===== src/include/rqs_pkg.sv =====
// Purpose: Shared constants for the read-direction error and queue scheduler block.
// Assumes: APB slave with 32-bit data, one clock, synchronous active-high reset.
// Notes:   Offsets are byte addresses.
package rqs_pkg;

    localparam logic [7:0]  ERR_STATUS_OFFSET   = 8'h10;
    localparam logic [7:0]  SCHED_TYPE_OFFSET   = 8'h14;
    localparam logic [7:0]  WEIGHT_LOW_OFFSET   = 8'h18;
    localparam logic [7:0]  WEIGHT_HIGH_OFFSET  = 8'h1C;
    localparam logic [7:0]  CONTROL_OFFSET      = 8'h30;
    localparam logic [7:0]  STATUS_OFFSET       = 8'h34;
    localparam logic [7:0]  IRQ_STATUS_OFFSET   = 8'h38;
    localparam logic [7:0]  IRQ_MASK_OFFSET     = 8'h3C;

    localparam int          ERR_INTERNAL_BIT    = 0;
    localparam int          ERR_SLAVE_BIT       = 1;
    localparam int          SCHED_STRICT_BIT    = 0;
    localparam int          SCHED_WRR_BIT       = 1;
    localparam int          SCHED_FAIR_BIT      = 2;
    localparam int          CTRL_RUN_BIT        = 0;
    localparam int          STAT_HALTED_BIT     = 0;
    localparam int          STAT_IDLE_BIT       = 1;
    localparam int          IRQ_HALT_BIT        = 0;
    localparam int          IRQ_ERROR_BIT       = 1;

    localparam logic [2:0]  SCHED_STRICT        = 3'h1;
    localparam logic [2:0]  SCHED_WRR           = 3'h2;
    localparam logic [2:0]  SCHED_FAIR          = 3'h4;
    localparam logic [3:0]  WEIGHT_RESET        = 4'h1;
    localparam int          WEIGHT_W            = 4;

    // Configured scheduler: 0 programmable, 1 strict priority, 2 fair round robin.
    localparam logic [1:0]  CFG_PROGRAMMABLE    = 2'h0;
    localparam logic [1:0]  CFG_STRICT          = 2'h1;
    localparam logic [1:0]  CFG_FAIR            = 2'h2;

    typedef enum logic [1:0]
    {
        RQS_MODE_STRICT = 2'b00,
        RQS_MODE_WRR    = 2'b01,
        RQS_MODE_FAIR   = 2'b10
    } rqs_mode_t;

    typedef enum logic [1:0]
    {
        RQS_IDLE     = 2'b00,
        RQS_RUN      = 2'b01,
        RQS_DRAIN    = 2'b10,
        RQS_HALTED   = 2'b11
    } rqs_state_t;

endpackage


===== src/rtl/rqs_weight_bank.sv =====
// Purpose: Per-channel weight storage with iteration-boundary snapshot.
// Assumes: Lowest channel of each word sits in bits 3:0.
// Notes:   Stored values change at once; active values only on iter_start.
`timescale 1ns/1ps
module rqs_weight_bank #(
    parameter int NUM_CH = 16
) (
    // Clock and reset
    input  wire logic                           ref_clk,
    input  wire logic                           reset,
    // Write port
    input  wire logic                           wr_low,
    input  wire logic                           wr_high,
    input  wire logic [31:0]                    wr_data,
    input  wire logic [3:0]                     wr_strb,
    // Iteration boundary
    input  wire logic                           iter_start,
    // Views
    output logic      [NUM_CH*4-1:0]            stored_weights,
    output logic      [NUM_CH*4-1:0]            active_weights
);

    logic [NUM_CH*4-1:0] stored_q;
    logic [NUM_CH*4-1:0] stored_d;
    logic [NUM_CH*4-1:0] active_q;
    logic [NUM_CH*4-1:0] active_d;

    // Two 32-bit words hold at most sixteen four-bit fields.
    if (NUM_CH < 1 || NUM_CH > 16)
    begin
        $error("rqs_weight_bank: NUM_CH must be 1 to 16");
    end

    always_comb
    begin
        stored_d = stored_q;
        for (int i = 0; i < NUM_CH; i++)
        begin
            if (i < 8 && wr_low && wr_strb[i/2])
                stored_d[i*4 +: 4] = wr_data[(i%8)*4 +: 4];
            if (i >= 8 && wr_high && wr_strb[(i-8)/2])
                stored_d[i*4 +: 4] = wr_data[(i%8)*4 +: 4];
        end
        active_d = iter_start ? stored_q : active_q;
    end

    always_ff @(posedge ref_clk)
    begin
        if (reset)
        begin
            stored_q <= {NUM_CH{rqs_pkg::WEIGHT_RESET}};
            active_q <= {NUM_CH{rqs_pkg::WEIGHT_RESET}};
        end
        else
        begin
            stored_q <= stored_d;
            active_q <= active_d;
        end
    end

    assign stored_weights = stored_q;
    assign active_weights = active_q;

endmodule


===== src/rtl/rqs_top.sv =====
// Purpose: Read-direction error status and queue scheduler control registers.
// Assumes: APB slave; engine events arrive as one-cycle pulses from the datapath.
// Notes:   Errors clear only through reset; the engine is told to stop and reports when drained.
// What this block does
// - Read slave error sets bit 1, halts
// - Error clears run bit; halted after shutdown
// - Zero-length descriptor sets bit 0, halts
// - Error bits read-only, reset zero, shared
// - Scheduler bits: fair, weighted, strict priority
// - Scheduler writable only when configured programmable
// - Invalid scheduler codes act as weighted
// - Scheduler reset value follows configuration
// - Four-bit weights, channels 1-8 then 9-16
// - Weight is packets per iteration, resets one
// - Disabled-channel weight write only stores value
// - New weights apply at iteration start
// - Any error halts all; reset clears
//
// Added by the designer: the APB register port.
`timescale 1ns/1ps
module rqs_top #(
    parameter int         NUM_CH        = 16,
    parameter logic [1:0] SCHED_CONFIG  = rqs_pkg::CFG_PROGRAMMABLE
) (
    // Clock and reset
    input  wire logic                   ref_clk,
    input  wire logic                   reset,
    // APB slave
    input  wire logic                   psel,
    input  wire logic                   penable,
    input  wire logic                   pwrite,
    input  wire logic [7:0]             paddr,
    input  wire logic [31:0]            pwdata,
    input  wire logic [3:0]             pstrb,
    output logic      [31:0]            prdata,
    output logic                        pready,
    output logic                        pslverr,
    // Engine events
    input  wire logic                   data_read_slave_error,
    input  wire logic                   zero_length_descriptor,
    input  wire logic                   engine_idle,
    input  wire logic                   iter_start,
    input  wire logic [NUM_CH-1:0]      channel_enable,
    // Engine control
    output logic                        run_stop_bit,
    output logic                        halted_flag,
    output rqs_pkg::rqs_mode_t          sched_mode,
    output logic      [NUM_CH*4-1:0]    active_weights,
    output logic                        irq
);

    // Only the three configured schemes have a defined reset code.
    if (SCHED_CONFIG > rqs_pkg::CFG_FAIR)
    begin
        $error("rqs_top: SCHED_CONFIG must be 0, 1 or 2");
    end

    localparam logic [2:0] SCHED_RESET =
        (SCHED_CONFIG == rqs_pkg::CFG_STRICT) ? rqs_pkg::SCHED_STRICT :
        (SCHED_CONFIG == rqs_pkg::CFG_FAIR)   ? rqs_pkg::SCHED_FAIR   : rqs_pkg::SCHED_WRR;

    function automatic logic [31:0] bytes_merge(input logic [31:0] old_v,
                                                input logic [31:0] new_v,
                                                input logic [3:0]  strb);
        logic [31:0] r;
        r = old_v;
        for (int b = 0; b < 4; b++)
        begin
            if (strb[b])
                r[b*8 +: 8] = new_v[b*8 +: 8];
        end
        return r;
    endfunction

    rqs_pkg::rqs_state_t state_q;
    rqs_pkg::rqs_state_t state_d;
    logic [1:0]          err_q;
    logic [1:0]          err_d;
    logic [2:0]          sched_q;
    logic [2:0]          sched_d;
    logic                run_q;
    logic                run_d;
    logic [1:0]          irq_stat_q;
    logic [1:0]          irq_stat_d;
    logic [1:0]          irq_mask_q;
    logic [1:0]          irq_mask_d;
    logic [31:0]         rdata_q;
    logic [31:0]         rdata_d;
    logic                slverr_q;
    logic                slverr_d;
    logic                wr_en;
    logic                rd_en;
    logic                mapped;
    logic                any_error;
    logic                halt_done;
    logic [NUM_CH*4-1:0] stored_weights;
    logic [31:0]         wlow_view;
    logic [31:0]         whigh_view;
    logic [31:0]         wr_merged;

    assign wr_en  = psel && penable && pwrite;
    assign rd_en  = psel && penable && !pwrite;
    assign pready = psel && penable;

    always_comb
    begin
        unique case (paddr)
            rqs_pkg::ERR_STATUS_OFFSET,
            rqs_pkg::SCHED_TYPE_OFFSET,
            rqs_pkg::WEIGHT_LOW_OFFSET,
            rqs_pkg::WEIGHT_HIGH_OFFSET,
            rqs_pkg::CONTROL_OFFSET,
            rqs_pkg::STATUS_OFFSET,
            rqs_pkg::IRQ_STATUS_OFFSET,
            rqs_pkg::IRQ_MASK_OFFSET: mapped = 1'b1;
            default:                  mapped = 1'b0;
        endcase
    end

    // Weights are stored only; masking by enable happens downstream of storage.
    rqs_weight_bank #(
        .NUM_CH         (NUM_CH)
    ) u_weights (
        .ref_clk        (ref_clk),
        .reset          (reset),
        .wr_low         (wr_en && paddr == rqs_pkg::WEIGHT_LOW_OFFSET),
        .wr_high        (wr_en && paddr == rqs_pkg::WEIGHT_HIGH_OFFSET),
        .wr_data        (pwdata),
        .wr_strb        (pstrb),
        .iter_start     (iter_start),
        .stored_weights (stored_weights),
        .active_weights (active_weights)
    );

    always_comb
    begin
        wlow_view  = 32'h0000_0000;
        whigh_view = 32'h0000_0000;
        for (int i = 0; i < NUM_CH; i++)
        begin
            if (i < 8)
                wlow_view[i*4 +: 4] = stored_weights[i*4 +: 4];
            else
                whigh_view[(i-8)*4 +: 4] = stored_weights[i*4 +: 4];
        end
    end

    assign any_error = data_read_slave_error || zero_length_descriptor;
    assign halt_done = (state_q == rqs_pkg::RQS_DRAIN) && engine_idle;
    assign wr_merged = bytes_merge(32'h0000_0000, pwdata, pstrb);

    always_comb
    begin
        state_d    = state_q;
        err_d      = err_q;
        sched_d    = sched_q;
        run_d      = run_q;
        irq_stat_d = irq_stat_q;
        irq_mask_d = irq_mask_q;
        rdata_d    = rdata_q;
        slverr_d   = 1'b0;

        if (wr_en)
        begin
            unique case (paddr)
                rqs_pkg::SCHED_TYPE_OFFSET:
                begin
                    if (SCHED_CONFIG == rqs_pkg::CFG_PROGRAMMABLE && pstrb[0])
                        sched_d = pwdata[2:0];
                end
                rqs_pkg::CONTROL_OFFSET:
                begin
                    // Restart is refused while errors are recorded; only reset clears them.
                    if (pstrb[0] && err_q == 2'h0)
                        run_d = pwdata[rqs_pkg::CTRL_RUN_BIT];
                end
                rqs_pkg::IRQ_STATUS_OFFSET:
                    irq_stat_d = irq_stat_q & ~wr_merged[1:0];
                rqs_pkg::IRQ_MASK_OFFSET:
                begin
                    if (pstrb[0])
                        irq_mask_d = pwdata[1:0];
                end
                default:
                    slverr_d = !mapped;
            endcase
        end

        if (rd_en)
        begin
            slverr_d = !mapped;
            unique case (paddr)
                rqs_pkg::ERR_STATUS_OFFSET:  rdata_d = {30'h0, err_q};
                rqs_pkg::SCHED_TYPE_OFFSET:  rdata_d = {29'h0, sched_q};
                rqs_pkg::WEIGHT_LOW_OFFSET:  rdata_d = wlow_view;
                rqs_pkg::WEIGHT_HIGH_OFFSET: rdata_d = whigh_view;
                rqs_pkg::CONTROL_OFFSET:     rdata_d = {31'h0, run_q};
                rqs_pkg::STATUS_OFFSET:      rdata_d = {30'h0, engine_idle, state_q == rqs_pkg::RQS_HALTED};
                rqs_pkg::IRQ_STATUS_OFFSET:  rdata_d = {30'h0, irq_stat_q};
                rqs_pkg::IRQ_MASK_OFFSET:    rdata_d = {30'h0, irq_mask_q};
                default:                     rdata_d = 32'h0000_0000;
            endcase
        end

        if (data_read_slave_error)
            err_d[rqs_pkg::ERR_SLAVE_BIT] = 1'b1;
        if (zero_length_descriptor)
            err_d[rqs_pkg::ERR_INTERNAL_BIT] = 1'b1;

        unique case (state_q)
            rqs_pkg::RQS_IDLE:
            begin
                if (run_d)
                    state_d = rqs_pkg::RQS_RUN;
            end
            rqs_pkg::RQS_RUN:
            begin
                if (!run_d)
                    state_d = rqs_pkg::RQS_DRAIN;
            end
            rqs_pkg::RQS_DRAIN:
            begin
                if (engine_idle)
                    state_d = rqs_pkg::RQS_HALTED;
            end
            rqs_pkg::RQS_HALTED:
            begin
                if (run_d)
                    state_d = rqs_pkg::RQS_RUN;
            end
        endcase

        if (any_error)
        begin
            run_d      = 1'b0;
            irq_stat_d[rqs_pkg::IRQ_ERROR_BIT] = 1'b1;
            if (state_q != rqs_pkg::RQS_HALTED)
                state_d = rqs_pkg::RQS_DRAIN;
        end
        // Set wins over a same-cycle write-one clear.
        if (halt_done)
            irq_stat_d[rqs_pkg::IRQ_HALT_BIT] = 1'b1;
    end

    always_ff @(posedge ref_clk)
    begin
        if (reset)
        begin
            state_q    <= rqs_pkg::RQS_IDLE;
            err_q      <= 2'h0;
            sched_q    <= SCHED_RESET;
            run_q      <= 1'b0;
            irq_stat_q <= 2'h0;
            irq_mask_q <= 2'h0;
            rdata_q    <= 32'h0000_0000;
            slverr_q   <= 1'b0;
        end
        else
        begin
            state_q    <= state_d;
            err_q      <= err_d;
            sched_q    <= sched_d;
            run_q      <= run_d;
            irq_stat_q <= irq_stat_d;
            irq_mask_q <= irq_mask_d;
            rdata_q    <= rdata_d;
            slverr_q   <= slverr_d;
        end
    end

    always_comb
    begin
        unique case (sched_q)
            rqs_pkg::SCHED_STRICT: sched_mode = rqs_pkg::RQS_MODE_STRICT;
            rqs_pkg::SCHED_FAIR:   sched_mode = rqs_pkg::RQS_MODE_FAIR;
            default:               sched_mode = rqs_pkg::RQS_MODE_WRR;
        endcase
    end

    // Read data is decoded combinationally in the access phase and held in a register afterwards.
    always_comb
    begin
        prdata  = rd_en ? rdata_d : rdata_q;
        pslverr = pready && !mapped;
    end

    assign halted_flag  = state_q == rqs_pkg::RQS_HALTED;
    assign run_stop_bit = run_q;
    assign irq          = |(irq_stat_q & irq_mask_q);

    logic unused_ok;
    assign unused_ok = slverr_q ^ (|channel_enable);

endmodule


===== config.mk =====
export PLATFORM = sky130hd
export DESIGN_NAME = rqs_top
export DESIGN_NICKNAME = d
export VERILOG_FILES = /design/src/include/rqs_pkg.sv /design/src/rtl/rqs_weight_bank.sv /design/src/rtl/rqs_top.sv
export SDC_FILE = /design/constraint.sdc
export NUM_CORES = 1
export LEC_CHECK = 0
export CORE_MARGIN = 2
export CORE_UTILIZATION = 52
export CTS_CLUSTER_SIZE = 8
export DETAILED_ROUTE_END_ITERATION = 8
export DONT_BUFFER_PORTS = 1
export HOLD_SLACK_MARGIN = 0.03
export PLACE_DENSITY = 0.7
export SYNTH_ARGS = -nofsm -noshare
export SYNTH_HDL_FRONTEND = slang
export SYNTH_SLANG_ARGS = --single-unit
export TNS_END_PERCENT = 100

===== constraint.sdc =====
create_clock -name ref_clk -period 1.6 [get_ports ref_clk]
set_input_delay 0.16 -clock ref_clk [delete_from_list [all_inputs] [get_ports ref_clk]]
set_output_delay 0.16 -clock ref_clk [all_outputs]
set_load 0.05 [all_outputs]

==> results.json <==
{
  "wl_um": 22100,
  "cpMaxStageDelayCell": "mux4_2",
  "max_stage_delay_ns": 0.48,
  "initial_core_util_pct": 53.3,
  "clk_pin_slew_worst_paths_ns": 0.06,
  "dpl.cell_count": 906,
  "synth-main-ff-cell": "dfxtp_1",
  "synthArstFlopShare_pct": 0,
  "layout_common_cells": "146 x dfxtp_1, 130 x dlygate4sd3_1, 126 x mux2i_1",
  "cts_buffers": 17,
  "setup_violations": 7,
  "crit_path_end_kind": "output port",
  "crit_chain": "mux4_2 -> nand2b_1 -> a311o_1 -> nand2_2 -> buf_12",
  "report.final.hold_viol_count": 0,
  "ant_nets": 0,
  "holdPathStages": 3,
  "holdPathEnd": "sched_q[1]",
  "yosys-top-cells-area": "dfxtp_1 49%, mux2i_1 19%, nor2_1 6.5%, nor2b_1 3.9%, a211o_1 3.3%",
  "grt_max_degree": 99,
  "dp_hpwl_um": 11600,
  "yosysTopAreaCell": "dfxtp_1",
  "synth_compound_area_share_pct": 8.95,
  "synth_seq_cells": 172,
  "via_per_inst": 5.59,
  "cts_root_buf": "clkbuf_16",
  "final-max-slew-violation-count": 0,
  "hp-class": "input pin to register",
  "avgSynthCellArea_um2": 10.1,
  "instances_no_fill": 1097,
  "globalRouteOverflowTotal": 0,
  "synthSimpleGateAreaFrac_pct": 18.4,
  "yosysTopAreaCellShare_pct": 48.6,
  "antenna_cells": 0,
  "worst_slack_ns": -0.316,
  "htree_levels": 4,
  "arrival_ns": 1.76,
  "core-area_mm2": 0.0133,
  "synthXorXnorAreaFrac_pct": 0.124,
  "rsz0062_at_grt": "yes",
  "r2r-end": "state_q[0]",
  "wl_per_cell_um": 20.1,
  "synth_cell_types": 51,
  "drive_gt1_share_pct": 25.2,
  "syn_area_mm2": 0.00708,
  "fin_skew_ns": 0.00763,
  "drc_errors": 0,
  "syn_inst": 704,
  "setup_tns_ns": -0.812,
  "failed_checks": "setup timing",
  "vias": 6136,
  "ys_warn_count": 0,
  "critPathMaxFanout": 2,
  "first_pass_iters": 5,
  "ir_worst_vdd_mv": 0.794,
  "grt_pass1_wl_um": 33200,
  "grt_pass1_vias": 6306,
  "fmax_ghz": 0.522,
  "clockBufferDepth": 2,
  "area_growth_pct": 52.5,
  "hold_ws_ns": 0.0187,
  "ys_seq_area_share_pct": 48.6,
  "nets": 981,
  "pwr_density_cell_mw_per_mm2": 838,
  "final_common_cell": "dfxtp_1",
  "num_rows": 42,
  "die_y_um": 121,
  "drt_iter0_drc": 374,
  "antenna_found_initial": 0,
  "power_leakage_nw": 4.90,
  "syn_nets": 776,
  "die_area_mm2": 0.0146,
  "final_util_pct": 81.3,
  "io_pins": 172,
  "reg2regPathDepth": 6,
  "die_w_um": 121,
  "cts_tree": "yes",
  "place_ws_ns": -0.0737,
  "start_kind": "register",
  "worst_pin_slew_ns": 0.855,
  "max_slew_margin_pct": 42.8,
  "r2r-start": "state_q[0]",
  "synth.area.mux_share_pct": 19.5,
  "clkLatencyLatePin_ns": 0.43,
  "fin_crit_ns": 1.92,
  "min_from": "pwdata[1]",
  "cts_num_sinks": 172,
  "routabilityCongestion": 0.864,
  "synth_top_family_by_area": "multiplexers",
  "status": "finished, violations left",
  "crit_required_ns": 1.44,
  "period_share_pct": 120,
  "crit_type": "register to output port",
  "maxCapViolCount": 0,
  "r2r_slack_ns": -0.11,
  "synth-edff-count": 0,
  "grt_usage_pct": 29.4,
  "port_buffers": 0,
  "synthAdderAreaFrac_pct": 0.530
}
[cells in the mapped netlist, types with 10 or more instances]
library cell	instances
nor2_1	122
inv_1	11
and2b_1	10
mux2i_1	131
dfxtp_1	172
nand2_1	36
o21ai_0	23
buf_2	10
nor2b_1	44
a211o_1	27
clkbuf_1	26
o21ai_2	10
[cell families (layout without fill, tap and decap cells)]
logic type                 Yosys count  count (layout)
xor gates and xnor gates             1               1
DFF                                172             172
buffers and inverters               57             274
adders and majority gates            3               3
muxes                              136             136
AOI/OAI and AO/OA                   85              85
and+or+nand+nor                    250             250
[metal layers]
metal / global-route usage, % / part of all wire, % / vias up
met2: 50.8 / 50 / 252
met4: 11.6 / 2.6 / 0
met5: 0 / 0 / -
met3: 9.01 / 7.5 / 53
li1: - / - / 2841
met1: 34.0 / 39 / 2990
[sequential cells by signal, indices dropped and copies added (netlist names)]
name and flops:
irq_mask_q 2, err_q 2, irq_stat_q 2, rdata_q 32
u_weights.active_weights 64, state_q 2, u_weights.stored_weights 64, sched_q 3
run_stop_bit 1
[power breakdown]
part           total, mW  internal [mW]  switching (mW)
Clock               4.23           2.47            1.76
Sequential          4.41           4.31          0.0960
Combinational      0.426          0.229           0.197
[timing repair]
action,in CTS,in global routing
pin swaps,11,20
hold buffers,135,5
setup endpoints to repair,4,45
resized for setup,17,53
gates cloned,0,1
endpoints found under the hold margin,172,5
buffers inserted,7,18
[critical path, delay by kind of cell, from the launching register on]
family,cells,cell delay (ns)
compound gates,1,0.20
mux,1,0.48
buf+inv,1,0.15
simple gates,2,0.17
flops,1,0.33
[per-stage QoR]
step	power (mW)	cell area (um^2)
final	9.06	10800
after global routing	9.33	10800
after CTS	9.04	10500
after detailed placement	4.73	8420
after global placement	4.72	8420
after floorplan	4.81	7470
[worst max path at each step]
stage / slack (ns) / end / startpoint
floorplan: -0.11 / rdata_q[23] / paddr[5]
global placement: 0.03 / state_q[0] / err_q[0]
detailed placement: -0.07 / state_q[0] / err_q[0]
CTS: -0.32 / prdata[1] / u_weights.stored_weights[33]
global route: -0.37 / prdata[1] / u_weights.stored_weights[33]
finish: -0.32 / prdata[1] / sched_q[1]
[final cells by class]
type / instances / area, um^2
fill: 723 / 2490
timing repair buffer: 232 / 2610
multi-input combinational: 475 / 3860
sequential: 172 / 3480
clock buffer: 18 / 429
inverter: 11 / 43.8
tap: 176 / 220
clock inverter: 13 / 168
Note: power is estimated with default switching activity, not from simulation.
